`config.mk`:
```
export PLATFORM = sky130hd
export DESIGN_NAME = smac_top
export DESIGN_NICKNAME = d
export VERILOG_FILES = /design/src/logic/smac_pkg.sv /design/src/logic/smac_top.sv /design/src/logic/smac_check.sv
export VERILOG_INCLUDE_DIRS = /design/src /design/src/logic
export SDC_FILE = /design/constraint.sdc
export NUM_CORES = 1
export LEC_CHECK = 0
export ABC_CLOCK_PERIOD_IN_PS = 3600
export BUFFER_PORTS_ARGS = -buffer_cell sky130_fd_sc_hd__buf_2
export CAP_MARGIN = 10
export CORE_MARGIN = 5
export CORE_UTILIZATION = 40
export DETAILED_ROUTE_END_ITERATION = 10
export PLACE_DENSITY = 0.73
export SLEW_MARGIN = 10
export SYNTH_ARGS = -nofsm -noshare
export SYNTH_HDL_FRONTEND = slang
export SYNTH_HIERARCHICAL = 1
export SYNTH_SLANG_ARGS = --single-unit
```
`constraint.sdc`:
```
create_clock -name clk -period 3.6 [get_ports clk]
set_input_delay 0.54 -clock clk [delete_from_list [all_inputs] [get_ports clk]]
set_output_delay 0.54 -clock clk [all_outputs]
set_load 0.1 [all_outputs]
```
`src/logic/smac_cfg.svh`:
```
// constants for the register-space access checker: address map, reset values
// assumes an 8-bit register address space at 0x80..0xFF and 8-bit register data
`ifndef SMAC_CFG_SVH
`define SMAC_CFG_SVH

// group ranges, inclusive bounds
`define SMAC_CPU_LO 8'h80
`define SMAC_CPU_HI 8'h87
`define SMAC_BANK_LO 8'h88
`define SMAC_BANK_HI 8'h8F
`define SMAC_SYS_LO 8'h90
`define SMAC_SYS_HI 8'h97
`define SMAC_SEG_LO 8'h98
`define SMAC_SEG_HI 8'h9F
`define SMAC_FWC_LO 8'hA0
`define SMAC_FWC_HI 8'hA7
`define SMAC_FWOS_LO 8'hA8
`define SMAC_FWOS_HI 8'hAF
`define SMAC_HW_LO 8'hB0
`define SMAC_HW_HI 8'hEF
`define SMAC_TEST_LO 8'hF0
`define SMAC_TEST_HI 8'hFF

// single registers with their own exceptions
`define SMAC_ADDR_MODE_STATUS 8'h90
`define SMAC_ADDR_TBL_PTR2 8'h94
`define SMAC_ADDR_SEG_TBL_LO 8'h98
`define SMAC_ADDR_SEG_TBL_HI 8'h99
`define SMAC_ADDR_FW_LOW 8'hA0
`define SMAC_ADDR_FW_HIGH 8'hA1
`define SMAC_ADDR_CLKSEL 8'hB0
`define SMAC_ADDR_RNG 8'hB8
`define SMAC_KEY_LO 8'hC0
`define SMAC_KEY_HI 8'hCF

// firewall: one rights bit per block of hardware registers
`define SMAC_FW_BLOCK_SHIFT 2

// restrictive reset values, fixed in silicon
`define SMAC_RST_SEG_TBL 16'h0000
`define SMAC_RST_FW_RIGHTS 8'h00
`define SMAC_RST_DATA 8'h00

`endif

```
`src/logic/smac_pkg.sv`:
```
// types shared by the register-space access checker
// assumes smac_cfg.svh for numeric constants
package smac_pkg;

    // cpu operating modes
    typedef enum logic [2:0] {
        SMAC_MODE_BOOT = 3'h0,
        SMAC_MODE_TEST = 3'h1,
        SMAC_MODE_FIRM = 3'h2,
        SMAC_MODE_SYS = 3'h3,
        SMAC_MODE_USER = 3'h4
    } smac_mode_t;

    // access groups of the register space
    typedef enum logic [3:0] {
        SMAC_GRP_NONE = 4'h0,
        SMAC_GRP_CPU = 4'h1,
        SMAC_GRP_BANK = 4'h2,
        SMAC_GRP_SYS = 4'h3,
        SMAC_GRP_SEG = 4'h4,
        SMAC_GRP_FWC = 4'h5,
        SMAC_GRP_FWOS = 4'h6,
        SMAC_GRP_HW = 4'h7,
        SMAC_GRP_TEST = 4'h8
    } smac_group_t;

    // copy machine mode latch
    typedef enum logic [1:0] {
        SMAC_CM_IDLE = 2'b00,
        SMAC_CM_RUN = 2'b01
    } smac_cm_state_t;

    // one register access request
    typedef struct packed {
        logic valid;
        logic wr;
        logic [7:0] addr;
        logic [7:0] wdata;
    } smac_req_t;

    // registered verdict for one request
    typedef struct packed {
        logic valid;
        logic grant;
        logic fault;
        logic [7:0] rdata;
    } smac_ans_t;

endpackage

```
`src/logic/smac_top.sv`:
```
// register-space access checker: cpu and copy machine requests, own security registers
// assumes requesters are on clk; verdict appears one enabled edge after the request
`timescale 1ns/1ns
`include "smac_cfg.svh"

module smac_top
    import smac_pkg::*;
(
    // clock, reset, enable
    input wire logic clk,
    input wire logic rst_n,
    input wire logic ce,
    // cpu side
    input wire smac_req_t cpu_req,
    input wire smac_mode_t cpu_mode,
    input wire logic seg_hw_rd,
    input wire logic seg_hw_wr,
    input wire logic [7:0] ext_rdata,
    output smac_ans_t cpu_ans,
    output logic ext_we,
    output logic cpu_exception,
    // segment table write check
    input wire logic tbl_wr_req,
    input wire logic tbl_seg_writable,
    output logic tbl_wr_ok,
    // copy machine side
    input wire logic cm_start,
    input wire logic cm_done,
    input wire smac_req_t cm_req,
    output smac_ans_t cm_ans,
    output logic cm_busy,
    // security state
    output logic [15:0] seg_tbl_addr,
    output logic seg_enable,
    output logic [15:0] fw_rights
);

    logic cpu_grant;
    smac_group_t cpu_group;
    logic cm_grant;
    smac_mode_t cm_mode_d, cm_mode_q;
    smac_cm_state_t cm_state_d, cm_state_q;
    logic [15:0] seg_d, seg_q;
    logic [7:0] fwl_d, fwl_q, fwh_d, fwh_q;
    smac_ans_t cpu_ans_d, cpu_ans_q, cm_ans_d, cm_ans_q;
    logic ext_we_d, ext_we_q;
    logic tbl_ok_d, tbl_ok_q;
    logic seg_en_d, seg_en_q;
    logic [7:0] own_rdata;
    logic own_hit;

    ////////////////////////////////////////////////////////////////////////////
    // permission checks, one per requester
    smac_check u_cpu_check (
        .addr(cpu_req.addr),
        .is_write(cpu_req.wr),
        .mode(cpu_mode),
        .fw_rights({fwh_q, fwl_q}),
        .seg_rd(seg_hw_rd),
        .seg_wr(seg_hw_wr),
        .grant(cpu_grant),
        .group(cpu_group)
    );

    // the copy machine is judged by its latched mode, never the live one
    smac_check u_cm_check (
        .addr(cm_req.addr),
        .is_write(cm_req.wr),
        .mode(cm_mode_q),
        .fw_rights({fwh_q, fwl_q}),
        .seg_rd(seg_hw_rd),
        .seg_wr(seg_hw_wr),
        .grant(cm_grant),
        .group()
    );

    ////////////////////////////////////////////////////////////////////////////
    // copy machine mode latch
    always_comb begin
        cm_state_d = cm_state_q;
        cm_mode_d = cm_mode_q;
        case (cm_state_q)
            SMAC_CM_IDLE: begin
                if (cm_start) begin
                    cm_state_d = SMAC_CM_RUN;
                    cm_mode_d = cpu_mode;
                end
            end
            SMAC_CM_RUN: begin
                if (cm_done) begin
                    cm_state_d = SMAC_CM_IDLE;
                end
            end
            default: begin
                cm_state_d = SMAC_CM_IDLE;
            end
        endcase
    end

    // mode resets to boot and keeps the last latched one after done, unused while idle; requests while idle are refused
    always_ff @(posedge clk) begin
        if (!rst_n) begin
            cm_state_q <= SMAC_CM_IDLE;
            cm_mode_q <= SMAC_MODE_BOOT;
        end else if (ce) begin
            cm_state_q <= cm_state_d;
            cm_mode_q <= cm_mode_d;
        end
    end

    ////////////////////////////////////////////////////////////////////////////
    // own security registers; reset values are constants with no override path
    always_comb begin
        own_hit = 1'b1;
        case (cpu_req.addr)
            `SMAC_ADDR_SEG_TBL_LO: own_rdata = seg_q[7:0];
            `SMAC_ADDR_SEG_TBL_HI: own_rdata = seg_q[15:8];
            `SMAC_ADDR_FW_LOW: own_rdata = fwl_q;
            `SMAC_ADDR_FW_HIGH: own_rdata = fwh_q;
            `SMAC_ADDR_MODE_STATUS: own_rdata = {5'h00, cpu_mode};
            default: begin
                own_hit = 1'b0;
                own_rdata = `SMAC_RST_DATA;
            end
        endcase
        seg_d = seg_q;
        fwl_d = fwl_q;
        fwh_d = fwh_q;
        // only a granted cpu write lands; mode status follows cpu_mode and is never written
        if (cpu_req.valid && cpu_req.wr && cpu_grant) begin
            case (cpu_req.addr)
                `SMAC_ADDR_SEG_TBL_LO: seg_d = {seg_q[15:8], cpu_req.wdata};
                `SMAC_ADDR_SEG_TBL_HI: seg_d = {cpu_req.wdata, seg_q[7:0]};
                `SMAC_ADDR_FW_LOW: fwl_d = cpu_req.wdata;
                `SMAC_ADDR_FW_HIGH: fwh_d = cpu_req.wdata;
                default: begin
                    seg_d = seg_q;
                end
            endcase
        end
        seg_en_d = (seg_d != `SMAC_RST_SEG_TBL);
    end

    always_ff @(posedge clk) begin
        if (!rst_n) begin
            seg_q <= `SMAC_RST_SEG_TBL;
            fwl_q <= `SMAC_RST_FW_RIGHTS;
            fwh_q <= `SMAC_RST_FW_RIGHTS;
            seg_en_q <= 1'b0;
        end else if (ce) begin
            seg_q <= seg_d;
            fwl_q <= fwl_d;
            fwh_q <= fwh_d;
            seg_en_q <= seg_en_d;
        end
    end

    ////////////////////////////////////////////////////////////////////////////
    // verdicts; refused reads return zero so nothing leaks on a fault
    always_comb begin
        cpu_ans_d.valid = cpu_req.valid;
        cpu_ans_d.grant = cpu_req.valid && cpu_grant;
        cpu_ans_d.fault = cpu_req.valid && !cpu_grant;
        cpu_ans_d.rdata = `SMAC_RST_DATA;
        if (cpu_req.valid && !cpu_req.wr && cpu_grant) begin
            cpu_ans_d.rdata = own_hit ? own_rdata : ext_rdata;
        end
        ext_we_d = cpu_req.valid && cpu_req.wr && cpu_grant && !own_hit;
        cm_ans_d.valid = cm_req.valid;
        cm_ans_d.grant = cm_req.valid && cm_grant && cm_state_q == SMAC_CM_RUN;
        cm_ans_d.fault = cm_req.valid && !cm_ans_d.grant;
        cm_ans_d.rdata = `SMAC_RST_DATA; // copy data path is outside this block
        // user table writes hinge on the segment rights of the table location
        tbl_ok_d = tbl_wr_req && (cpu_mode != SMAC_MODE_USER || tbl_seg_writable);
    end

    always_ff @(posedge clk) begin
        if (!rst_n) begin
            cpu_ans_q <= '0;
            cm_ans_q <= '0;
            ext_we_q <= 1'b0;
            tbl_ok_q <= 1'b0;
        end else if (ce) begin
            cpu_ans_q <= cpu_ans_d;
            cm_ans_q <= cm_ans_d;
            ext_we_q <= ext_we_d;
            tbl_ok_q <= tbl_ok_d;
        end
    end

    // the partition itself has no register here at all
    assign cpu_ans = cpu_ans_q;
    assign cpu_exception = cpu_ans_q.fault;
    assign ext_we = ext_we_q;
    assign cm_ans = cm_ans_q;
    assign cm_busy = cm_state_q[0]; // run is the only state with bit 0 set
    assign tbl_wr_ok = tbl_ok_q;
    assign seg_tbl_addr = seg_q;
    assign seg_enable = seg_en_q;
    assign fw_rights = {fwh_q, fwl_q};
endmodule // smac_top

```
`src/logic/smac_check.sv`:
```
// one combinational permission check: address class plus mode rules
// assumes the caller registers the verdict; no state inside
`timescale 1ns/1ns
`include "smac_cfg.svh"

module smac_check
    import smac_pkg::*;
(
    // access under test
    input wire logic [7:0] addr,
    input wire logic is_write,
    input wire smac_mode_t mode,
    // rights sources
    input wire logic [15:0] fw_rights,
    input wire logic seg_rd,
    input wire logic seg_wr,
    // verdict
    output logic grant,
    output smac_group_t group
);

    logic [7:0] hw_off;
    logic fw_bit;
    logic privileged;

    ////////////////////////////////////////////////////////////////////////////
    // hard-wired address table, exactly one group per address
    always_comb begin
        if (addr >= `SMAC_CPU_LO && addr <= `SMAC_CPU_HI) begin
            group = SMAC_GRP_CPU;
        end else if (addr >= `SMAC_BANK_LO && addr <= `SMAC_BANK_HI) begin
            group = SMAC_GRP_BANK;
        end else if (addr >= `SMAC_SYS_LO && addr <= `SMAC_SYS_HI) begin
            group = SMAC_GRP_SYS;
        end else if (addr >= `SMAC_SEG_LO && addr <= `SMAC_SEG_HI) begin
            group = SMAC_GRP_SEG;
        end else if (addr >= `SMAC_FWC_LO && addr <= `SMAC_FWC_HI) begin
            group = SMAC_GRP_FWC;
        end else if (addr >= `SMAC_FWOS_LO && addr <= `SMAC_FWOS_HI) begin
            group = SMAC_GRP_FWOS;
        end else if (addr >= `SMAC_HW_LO && addr <= `SMAC_HW_HI) begin
            group = SMAC_GRP_HW;
        end else if (addr >= `SMAC_TEST_LO) begin
            group = SMAC_GRP_TEST;
        end else begin
            group = SMAC_GRP_NONE; // below the space: always refused
        end
    end

    ////////////////////////////////////////////////////////////////////////////
    // mode rules per group, then per-register exceptions
    always_comb begin
        hw_off = addr - `SMAC_HW_LO;
        fw_bit = fw_rights[hw_off[5:`SMAC_FW_BLOCK_SHIFT]];
        privileged = (mode == SMAC_MODE_BOOT) || (mode == SMAC_MODE_TEST);
        grant = 1'b0;
        case (group)
            SMAC_GRP_CPU: begin
                grant = 1'b1;
            end
            SMAC_GRP_BANK: begin
                grant = (mode == SMAC_MODE_SYS) || (mode == SMAC_MODE_USER);
            end
            SMAC_GRP_TEST: begin
                grant = (mode == SMAC_MODE_TEST);
            end
            SMAC_GRP_SEG: begin
                grant = (mode == SMAC_MODE_SYS);
            end
            SMAC_GRP_SYS: begin
                grant = privileged || (mode == SMAC_MODE_SYS);
                if (addr == `SMAC_ADDR_MODE_STATUS && !is_write &&
                    (mode == SMAC_MODE_FIRM || mode == SMAC_MODE_USER)) begin
                    grant = 1'b1;
                end
                if (addr == `SMAC_ADDR_TBL_PTR2 && !is_write) begin
                    grant = 1'b0;
                end
            end
            SMAC_GRP_FWC: begin
                grant = privileged || (mode == SMAC_MODE_SYS) ||
                        (mode == SMAC_MODE_FIRM && !is_write);
            end
            SMAC_GRP_FWOS: begin
                grant = privileged || (mode == SMAC_MODE_FIRM);
            end
            SMAC_GRP_HW: begin
                case (mode)
                    SMAC_MODE_BOOT, SMAC_MODE_TEST, SMAC_MODE_SYS: begin
                        grant = 1'b1;
                    end
                    SMAC_MODE_FIRM: begin
                        // clock select stays readable whatever the firewall says
                        grant = fw_bit || (addr == `SMAC_ADDR_CLKSEL && !is_write);
                    end
                    SMAC_MODE_USER: begin
                        grant = is_write ? seg_wr : seg_rd;
                    end
                    default: begin
                        grant = 1'b0;
                    end
                endcase
                if (addr == `SMAC_ADDR_RNG && is_write) begin
                    grant = 1'b0;
                end
                if (addr >= `SMAC_KEY_LO && addr <= `SMAC_KEY_HI && !is_write) begin
                    grant = 1'b0;
                end
            end
            default: begin
                grant = 1'b0;
            end
        endcase
    end

endmodule // smac_check

```
==> impl_metrics.csv, run 1 <==
group,metric,value,unit
logic_synthesis,synthCells,499,
logic_synthesis,netlist_area,4020,µm²
die,start_util,41.1,%
global_route,grt_pass1_vias,4107,
sta,period_needed,3360,ps
die,die_w,110,µm
finish,final_layout_size_suffix_gt1_share,26.6,%
critical_path,path_class,"input pin to flip-flop",
die,dieArea,12100,µm²
global_route,antenna_found_initial,0,
sta,whs,473,ps
detailed_routing,viasPerCell,5.89,
clock_network,post_cts_buffers,0,
die,fp-row-count,36,
detailed_routing,wl_per_cell,16.8,µm
critical_path,slowest_delay,490,ps
detailed_routing,route.detailed.drc,0,
sta,finalCritPeriodShare,93.4,%
global_route,grt_pass1_wl,19.8,mm
sta,rsz0062_at_grt,"false",
power_and_ir_drop,ir_worst_vdd,0.205,mV
place,place_ws,-105,ps
outcome,status,"complete, no violations",
sta,fmax,0.297,GHz
clock_network,htreeDepth,2,
detailed_routing,vias,4374,
critical_path,slowest_stage,"mux4_2",
clock_network,clk_pin_slew,90,ps
logic_synthesis,synth.distinct_cells,64,
die,core_area,9770,µm²
power_and_ir_drop,leakagePower,2.02,nW
clock_network,postCtsHoldBufs,0,
place,dp_hpwl,9.76,mm
finish,antennaDiodeCount,0,
critical_path,cp_data_required_time,3840,ps
clock_network,cts_tree,"yes",
clock_network,cts_buffer_depth,2,
clock_network,cts_sinks,53,
place,place_congestion,0.935,
detailed_routing,dr.first_iter.drc_count,430,
critical_path,worstSetupEndpointType,"flip-flop",
detailed_routing,antenna_left,0,
critical_path,path_cells,"buf_2 -> inv_1 -> ha_1 -> mux4_1 -> mux4_2 -> nor4b_2 -> o31ai_1 -> a32oi_1 -> nand4_1 -> buf_4 -> nand3_1 -> nor2_1 -> buf_4 -> nand2_1 -> nand2_1 -> a21boi_1",
detailed_routing,drtPass1Iterations,5,
place,post_dp_cell_area,4740,µm²
finish,num-nets-final,674,
clock_network,numCtsBuffers,5,
sta,drv_slew,0,
critical_path,cp-start-kind,"input pin",
power_and_ir_drop,p_per_area,284,nW/µm²
sta,setup_viol,0,
die,ioPinCount,115,
finish,syn2layout_area_growth,21.1,%
logic_synthesis,synth-edff-count,0,
sta,fin_ws,236,ps
critical_path,crit_arrival,3610,ps
detailed_routing,routed_wl,12.5,mm
place,io_buffers,98,
logic_synthesis,ys_warn_count,6,
die,die_y,110,µm
clock_network,post_cts_resized,0,
sta,max_slew.worst_pin.slew,763,ps
logic_synthesis,postSynthAreaPerCell,8.05,µm²
global_route,grt_max_degree,48,
logic_synthesis,ys_seq_area_share,26.4,%
critical_path,critPathMaxFanout,12,
sta,max_slew_margin,48.7,%
logic_synthesis,ys_async_sr_fraction,0,%
clock_network,clock_latency,320,ps
logic_synthesis,ys_seq_elements,53,
sta,finClkSkew,9.75,ps
global_route,grt.total_usage,20.4,%
sta,hold_viol,0,
logic_synthesis,ys.flop_type,"dfxtp_1",
run,maxCapViolCount,0,
min_path,hp-class,"flip-flop to flip-flop",
clock_network,cts-root-buf,"clkbuf_8",
finish,fin_util,49.7,%
finish,final_area,4860,µm²
global_route,grt_overflow,0,
[flip-flops by register name (all words and copies together), names as in the netlist]
name,cells
fwl_q,8
cpu_exception,1
tbl_wr_ok,1
seg_tbl_addr,16
ext_we,1
cm_ans,3
cm_state_q,1
cm_mode_q,3
seg_enable,1
cpu_ans,10
fwh_q,8
[synthesized netlist by cell type, drive strengths merged, types with 12 or more instances]
cell type | count | area [µm²]
a21boi | 38 | 285
nor2 | 17 | 63.8
dfxtp | 53 | 1060
a21oi | 26 | 130
inv | 12 | 45.0
clkbuf | 13 | 48.8
nand3 | 27 | 135
o21ai | 30 | 150
nand2b | 12 | 80.1
buf | 20 | 136
nand2 | 89 | 334
mux2i | 13 | 130
[worst paths after layout]
path / slack (ps) / from / end / cells past startpoint
worst max-delay path: 240 / cpu_req[12] / seg_tbl_addr[7] / 16
worst min register to register: 470 / cpu_ans[4] / cpu_ans[4] / 2
worst max register to register: 440 / fwl_q[3] / seg_tbl_addr[7] / 13
worst min-delay path: 470 / cpu_ans[4] / cpu_ans[4] / 2
[cell type report]
class / count / area, µm²
Multi-Input combinational cell: 407 / 2760
Timing Repair Buffer: 128 / 716
Fill cell: 958 / 4910
Clock buffer: 5 / 68.8
Sequential cell: 53 / 1060
Clock inverter: 3 / 43.8
Inverter: 13 / 48.8
Tap cell: 133 / 166
[cells by family (layout without fill, tap and decap cells)]
kind of cell / Yosys count / count (layout) / share of synthesized area, %
mux: 25 / 25 / 10.2
flops: 53 / 53 / 26.4
buf+inv: 46 / 149 / 5.83
simple gates: 214 / 214 / 28.5
compound gates: 150 / 150 / 25.8
fa+ha+maj: 10 / 10 / 3.12
other cells: 1 / 8 / 0.0934
[layer usage]
layer / up-vias / wire length (µm) / GRT usage, %
met1: 2093 / 5220 / 26.2
met5: - / 0 / 0
met3: 23 / 913 / 3.49
met2: 190 / 6160 / 35.5
li1: 2068 / - / -
met4: 0 / 201 / 4.75
[cells in the final DEF (no fill, tap or decap), drive strengths merged, types with 5 or more instances in the layout]
cell and instances:
nor3 8, nor4 10, nand2 89, mux2i 13
clkbuf 5, nand2b 12, nor2 17, a21oi 26
mux4 10, nand3 27, conb 8, nor4b 5
o21ai 30, a221oi 5, dfxtp 53, and2 6
o2bb2ai 7, inv 13, ha 10, o211ai 10
a21boi 38, buf 128, nor2b 8, nand4 9
[power breakdown]
| group | switching [mW] | total [mW] | internal, mW |
|---|---|---|---|
| Clock | 0.203 | 0.412 | 0.209 |
| Sequential | 0.00773 | 0.602 | 0.594 |
| Combinational | 0.246 | 0.366 | 0.120 |
[worst max-delay path: cells and delay by family]
family	cells	cell delay, ps
AO/OA/AOI/OAI	3	480
adder cells (fa/ha/maj)	1	380
buffers and inverters	4	540
multiplexers	2	790
AND/OR/NAND/NOR	6	880
[metrics by stage]
stage	TNS (ps)	power, mW	cells
after detailed placement	-1660	0.978	734
after global placement	0	0.972	734
after floorplan	0	0.873	506
after CTS	0	1.38	742
final	0	1.38	742
after global routing	0	1.44	742
Note: power is estimated with default switching activity, not from simulation.
==> run 2: changes to the inputs <==
- ABC_AREA: default -> 1
- RECOVER_POWER: default -> 100
- SYNTH_HIERARCHICAL: 1 -> default
==> run 2 against run 1 <==
The run now ends with max-capacitance violations, max-slew violations left; non-clock buffer count down 24; sequential share of layout area up 0.14 points; critical path depth up 6; hold slack worse by 7.9 ps; final cell count up 26%; wire length up 6.2%; maximum frequency up 11%; via count up 12%; sequential power up 4.3%; count of clock-buffer cells in the layout unchanged.
==> impl_metrics.csv, run 2 <==
group,metric,value,unit
sta,drv_slew,47,
critical_path,critPathMaxFanout,13,
detailed_routing,antenna_left,0,
finish,antennaDiodeCount,0,
outcome,violations,"max-capacitance violations, max-slew violations",
critical_path,path_class,"input pin to flip-flop",
critical_path,path_common_cell,"nand2_1",
sta,max_slew_margin,-10.2,%
logic_synthesis,netlist_area,4220,µm²
detailed_routing,drtPass1Iterations,6,
detailed_routing,wl_per_cell,14.2,µm
finish,layout_common_cells,"nand2_1, inv_1, a21oi_1",
logic_synthesis,postSynthAreaPerCell,5.96,µm²
detailed_routing,dr.first_iter.drc_count,459,
sta,hold_viol,0,
die,die_y,113,µm
power_and_ir_drop,intPower,1.01,mW
die,start_util,40.9,%
clock_network,post_cts_buffers,0,
global_route,antenna_found_initial,0,
global_route,grt.total_usage,20.1,%
power_and_ir_drop,ir_worst_vdd,0.185,mV
detailed_routing,viasPerCell,5.22,
sta,max_slew.worst_pin.slew,1650,ps
finish,final_layout_size_suffix_gt1_share,10.9,%
power_and_ir_drop,leakagePower,2.18,nW
critical_path,worstSetupEndpointType,"flip-flop",
logic_synthesis,synth_top_area_share,25.1,%
finish,multi_input_area,2590,µm²
detailed_routing,routed_wl,13.3,mm
critical_path,crit_cells,22,
min_path,hp-class,"flip-flop to flip-flop",
finish,syn2layout_area_growth,14.4,%
sta,whs,465,ps
finish,stdcell_count,935,
clock_network,post_cts_resized,0,
outcome,status,"finished, violations left",
place,place_ws,355,ps
sta,rsz0062_at_grt,"false",
clock_network,cts_buffer_depth,2,
detailed_routing,route.detailed.drc,0,
critical_path,cp_data_required_time,3830,ps
critical_path,slowest_delay,380,ps
finish,num-nets-final,863,
critical_path,critPathTopFamily,"simple AND/OR/NAND/NOR gates",
logic_synthesis,ys.flop_type,"dfxtp_1",
sta,period_needed,3040,ps
die,dieArea,12700,µm²
sta,finalCritPeriodShare,84.4,%
clock_network,cts_sinks,53,
global_route,grt_pass1_vias,4455,
sta,setup_viol,0,
clock_network,cts-root-buf,"clkbuf_8",
critical_path,worst-r2r-cell-count,19,
power_and_ir_drop,netSwitchingPower,652,µW
place,dp.cells,927,
logic_synthesis,ys_async_sr_fraction,0,%
logic_synthesis,synth.distinct_cells,42,
die,fp-row-count,37,
power_and_ir_drop,comb_power_share,33.7,%
global_route,grt_pass1_wl,21.4,mm
logic_synthesis,yosysTopAreaCell,"dfxtp_1",
logic_synthesis,ys_seq_elements,53,
place,post_dp_cell_area,4780,µm²
clock_network,htreeDepth,2,
sta,fmax,0.329,GHz
sta,finClkSkew,8.12,ps
min_path,hold_depth,2,
logic_synthesis,synthCells,709,
logic_synthesis,synthTopCellsByCount,"nand2_1, inv_1, a21oi_1, o21ai_0",
clock_network,postCtsHoldBufs,0,
finish,final_common_cell,"nand2_1",
place,place_congestion,0.881,
sta,fin_ws,561,ps
clock_network,clk_pin_slew,90,ps
global_route,grt_overflow,0,
place,dp_hpwl,10.6,mm
critical_path,slowest_stage,"nor2_1",
sta,finalSetupTns,0,ps
finish,final.fill_count,1149,
die,die_w,113,µm
finish,largest_reg_flops,16,
clock_network,cts_tree,"yes",
critical_path,cp-start-kind,"input pin",
run,maxCapViolCount,1,
critical_path,crit_arrival,3270,ps
logic_synthesis,synth-edff-count,0,
die,ioPinCount,115,
logic_synthesis,synth_area_leaders,"dfxtp_1, nand2_1, inv_1",
critical_path,path_buf_inv,4,
clock_network,clock_latency,310,ps
logic_synthesis,ys_seq_area_share,25.1,%
finish,fin_util,46.8,%
logic_synthesis,yosysMostFrequentCell,"nand2_1",
power_and_ir_drop,clkPwrFrac,28.5,%
finish,final_area,4830,µm²
power_and_ir_drop,p_per_area,344,nW/µm²
clock_network,numCtsBuffers,5,
place,io_buffers,98,
power_and_ir_drop,power,1.66,mW
critical_path,path_cells,"buf_2 -> inv_1 -> ha_1 -> inv_1 -> nor2_1 -> nand2_1 -> a21oi_1 -> nor2_2 -> nand2_1 -> nand2_1 -> nor2_1 -> nand2_1 -> nand2_1 -> nand2_1 -> nand2_1 -> nor2_1 -> nand3_1 -> buf_4 -> nand2_1 -> nor2_1 -> nand2_1 -> a21oi_1",
logic_synthesis,ys_warn_count,0,
finish,regArea,1060,µm²
global_route,grt_max_degree,47,
power_and_ir_drop,p_seq_share,37.8,%
power_and_ir_drop,switching_share,39.2,%
die,core_area,10300,µm²
detailed_routing,vias,4878,
## run 2: changes by cell type after synthesis, moves of 13 or more
cell      previous run  this run
a21oi_1             26        64
nor2_1              17        53
a21boi_0            29         1
nand2_1             89       187
mux2i_1             13         0
inv_1               12       101
o21ai_0             25        60
## run 2: path summary, 6_finish.rpt
| path | from | endpoint | slack [ps] |
|---|---|---|---|
| worst max-delay path | cpu_req[12] | cpu_ans[2] | 560 |
| worst min-delay path | cpu_ans[10] | cpu_ans[10] | 470 |
| worst max register to register | fwl_q[4] | cpu_ans[2] | 1050 |
| worst min register to register | cpu_ans[10] | cpu_ans[10] | 470 |
## run 2: area by class of cell
cell class	instances	area share, %
Multi-Input combinational cell	524	53.5
Sequential cell	53	22.0
Timing Repair Buffer	104	9.68
Inverter	110	8.54
Tap cell	136	3.52
Clock buffer	5	1.42
Clock inverter	3	1.35
## run 2: logic make-up after synthesis
group / Yosys count / synth area share (%)
buf+inv: 139 / 14.0
fa+ha+maj: 9 / 2.67
simple gates: 331 / 34.7
other cells: 1 / 0.0888
compound gates: 176 / 23.4
flops: 53 / 25.1
## run 2: worst register-to-register path: stages, from the launching register on
cell	delay (ps)
dfxtp_1	470
inv_1	100
o21ai_0	170
nand2_1	70
nand3_1	70
nand3_1	100
nand3_1	90
nand2_1	50
nand2_1	60
nand2_1	50
nand2_1	50
nand2_1	40
nand2_1	50
nor2_1	40
nand3_1	120
buf_4	220
nand2_1	70
nor2_1	380
nand2_1	140
a21oi_1	140
## run 2: power groups by stage
stage	Clock, mW	Sequential, mW	Combinational (mW)
global placement	0	0.640	0.561
finish	0.474	0.628	0.560
detailed placement	0	0.641	0.564
global route	0.505	0.632	0.613
CTS	0.481	0.628	0.566
floorplan	0	0.797	0.292
## run 2: metal layers
layer	part of all wire, %	track usage (%)
met1	47	28.8
met3	6.6	3.10
met4	2.2	4.97
met5	0	0
met2	44	31.6
==> run 3: changes to the inputs <==
- ABC_CLOCK_PERIOD_IN_PS: 3600 -> 3000
- clock period: 3.6 -> 3 ns (I/O delays scaled with it)
==> run 3 against run 2 <==
The flow now finishes without violations; hold slack got worse by 30 ps; final cell count increased by 2.5%; global-route usage increased by 0.21 points; clock skew hardly changed; die area unchanged; sequential cell count unchanged; design area rose by 3.7%; first-iteration DRC count shrank 2.0%; sequential share of layout area fell by 0.78 points; via count rose by 1.6%; wire length increased by 0.82%.
==> impl_metrics.csv, run 3 (same netlist as run 2, synthesis figures left out) <==
group,metric,value,unit
die,die_w,113,µm
clock_network,cts_buffer_depth,2,
sta,max_slew.worst_pin.slew,1440,ps
detailed_routing,wl_per_cell,14.0,µm
global_route,grt_overflow,0,
place,dp.cells,950,
die,start_util,40.9,%
critical_path,path_class,"input pin to flip-flop",
critical_path,path_common_cell,"nand2_1",
finish,antennaDiodeCount,0,
critical_path,cp-start-kind,"input pin",
clock_network,htreeDepth,2,
clock_network,cts-root-buf,"clkbuf_8",
critical_path,reg2reg_from,"fwl_q[4]",
sta,period_needed,2730,ps
global_route,antenna_found_initial,0,
clock_network,post_cts_resized,0,
outcome,status,"complete, no violations",
die,core_area,10300,µm²
die,dieArea,12700,µm²
global_route,grt_pass1_vias,4533,
global_route,grt.total_usage,20.3,%
sta,finClkSkew,8.50,ps
finish,final.fill_count,1166,
critical_path,worstSetupEndpointType,"flip-flop",
clock_network,cts_tree,"yes",
power_and_ir_drop,ir_worst_vdd,0.252,mV
power_and_ir_drop,power,1.94,mW
place,place_congestion,0.904,
critical_path,worst-r2r-cell-count,19,
detailed_routing,viasPerCell,5.17,
die,fp-row-count,37,
critical_path,r2r_setup_slack,540,ps
power_and_ir_drop,leakagePower,2.29,nW
finish,fin_util,48.5,%
sta,finalCritPeriodShare,90.9,%
sta,max_slew_margin,4.11,%
finish,final_common_cell,"nand2_1",
critical_path,r2r_end,"fwl_q[1]",
finish,syn2layout_area_growth,18.6,%
detailed_routing,drtPass1Iterations,4,
clock_network,post_cts_buffers,0,
place,place_ws,-54.6,ps
sta,whs,435,ps
finish,regArea,1060,µm²
sta,setup_viol,0,
finish,num-nets-final,886,
min_path,holdPathEnd,"cm_ans[10]",
clock_network,clk_pin_slew,90,ps
die,die_y,113,µm
global_route,grt_pass1_wl,21.5,mm
critical_path,slowest_delay,220,ps
detailed_routing,routed_wl,13.4,mm
critical_path,critPathMaxFanout,8,
sta,drv_slew,0,
die,ioPinCount,115,
global_route,grt_max_degree,47,
detailed_routing,vias,4956,
critical_path,slowest_stage,"ha_1",
place,dp_hpwl,10.8,mm
power_and_ir_drop,p_per_area,387,nW/µm²
finish,stdcell_count,958,
sta,hold_viol,0,
place,io_buffers,98,
run,maxCapViolCount,0,
sta,fin_ws,274,ps
sta,fmax,0.367,GHz
finish,final_layout_size_suffix_gt1_share,13.9,%
critical_path,crit_arrival,2940,ps
clock_network,cts_sinks,53,
finish,largest_reg_flops,16,
min_path,hold_depth,3,
clock_network,postCtsHoldBufs,0,
detailed_routing,route.detailed.drc,0,
critical_path,cp_data_required_time,3220,ps
finish,layout_common_cells,"nand2_1, inv_1, a21oi_1",
min_path,hp-class,"input pin to flip-flop",
detailed_routing,antenna_left,0,
clock_network,numCtsBuffers,5,
detailed_routing,dr.first_iter.drc_count,450,
clock_network,clock_latency,310,ps
min_path,hold_start,"cm_req[17]",
finish,multi_input_area,2610,µm²
-- run 3: cell types whose count changed in the layout (fill, tap and decap cells not counted), moves of 2 or more --
cell      delta
a21oi_1      -2
nor2_1       -2
buf_4       +21
o21ai_1      +2
o21ai_0      -2
a21oi_2      +2
clkbuf_1     +2
nor2_2       +2
-- run 3: layout make-up --
cell class	count	share of cell area (%)
inverters	110	8.24
clock inverters	2	0.774
multi-input cells	524	52.0
clock buffers	6	1.45
well taps	136	3.40
flip-flops and latches	53	21.2
repair buffers	127	13.0
-- run 3: where the power goes --
group / total (mW) / switching, mW / internal (mW)
combinational: 0.702 / 0.531 / 0.171
clock: 0.484 / 0.234 / 0.251
sequential: 0.754 / 0.0213 / 0.733
total: 1.94 / 0.787 / 1.15
-- run 3: metrics by stage --
stage               setup TNS [ps]  area, µm²
finish                           0       5010
global route                 -38.6       5010
CTS                              0       5070
detailed placement            -556       4960
global placement              -319       4960
floorplan                        0       4250
-- run 3: routing by layer --
| metal | wire, µm | track usage [%] | part of all wire [%] | vias to the layer above |
|---|---|---|---|---|
| li1 | - | - | - | 2533 |
| met2 | 6060 | 32.3 | 45 | 177 |
| met3 | 1060 | 4.12 | 7.9 | 16 |
| met1 | 6090 | 28.5 | 46 | 2230 |
| met4 | 170 | 4.41 | 1.3 | 0 |
| met5 | 0 | 0 | 0 | - |
-- run 3: how the worst max path moves through the flow --
stage / from / end / slack [ps] / cells past startpoint
6_report: cpu_req[12] / seg_enable / 270 / 26
2_1_floorplan: fwh_q[4] / fwh_q[7] / 310 / 20
5_1_grt: cpu_req[12] / fwl_q[4] / -20 / 22
4_1_cts: cpu_req[12] / fwl_q[1] / 260 / 21
3_3_place_gp: cpu_req[12] / fwl_q[1] / -40 / 21
3_5_place_dp: cpu_req[12] / seg_enable / -50 / 25
-- run 3: worst max-delay path, delay by kind of cell --
kind / cells / cell delay (ps)
fa+ha+maj: 1 / 220
simple gates: 19 / 1630
buf+inv: 6 / 660
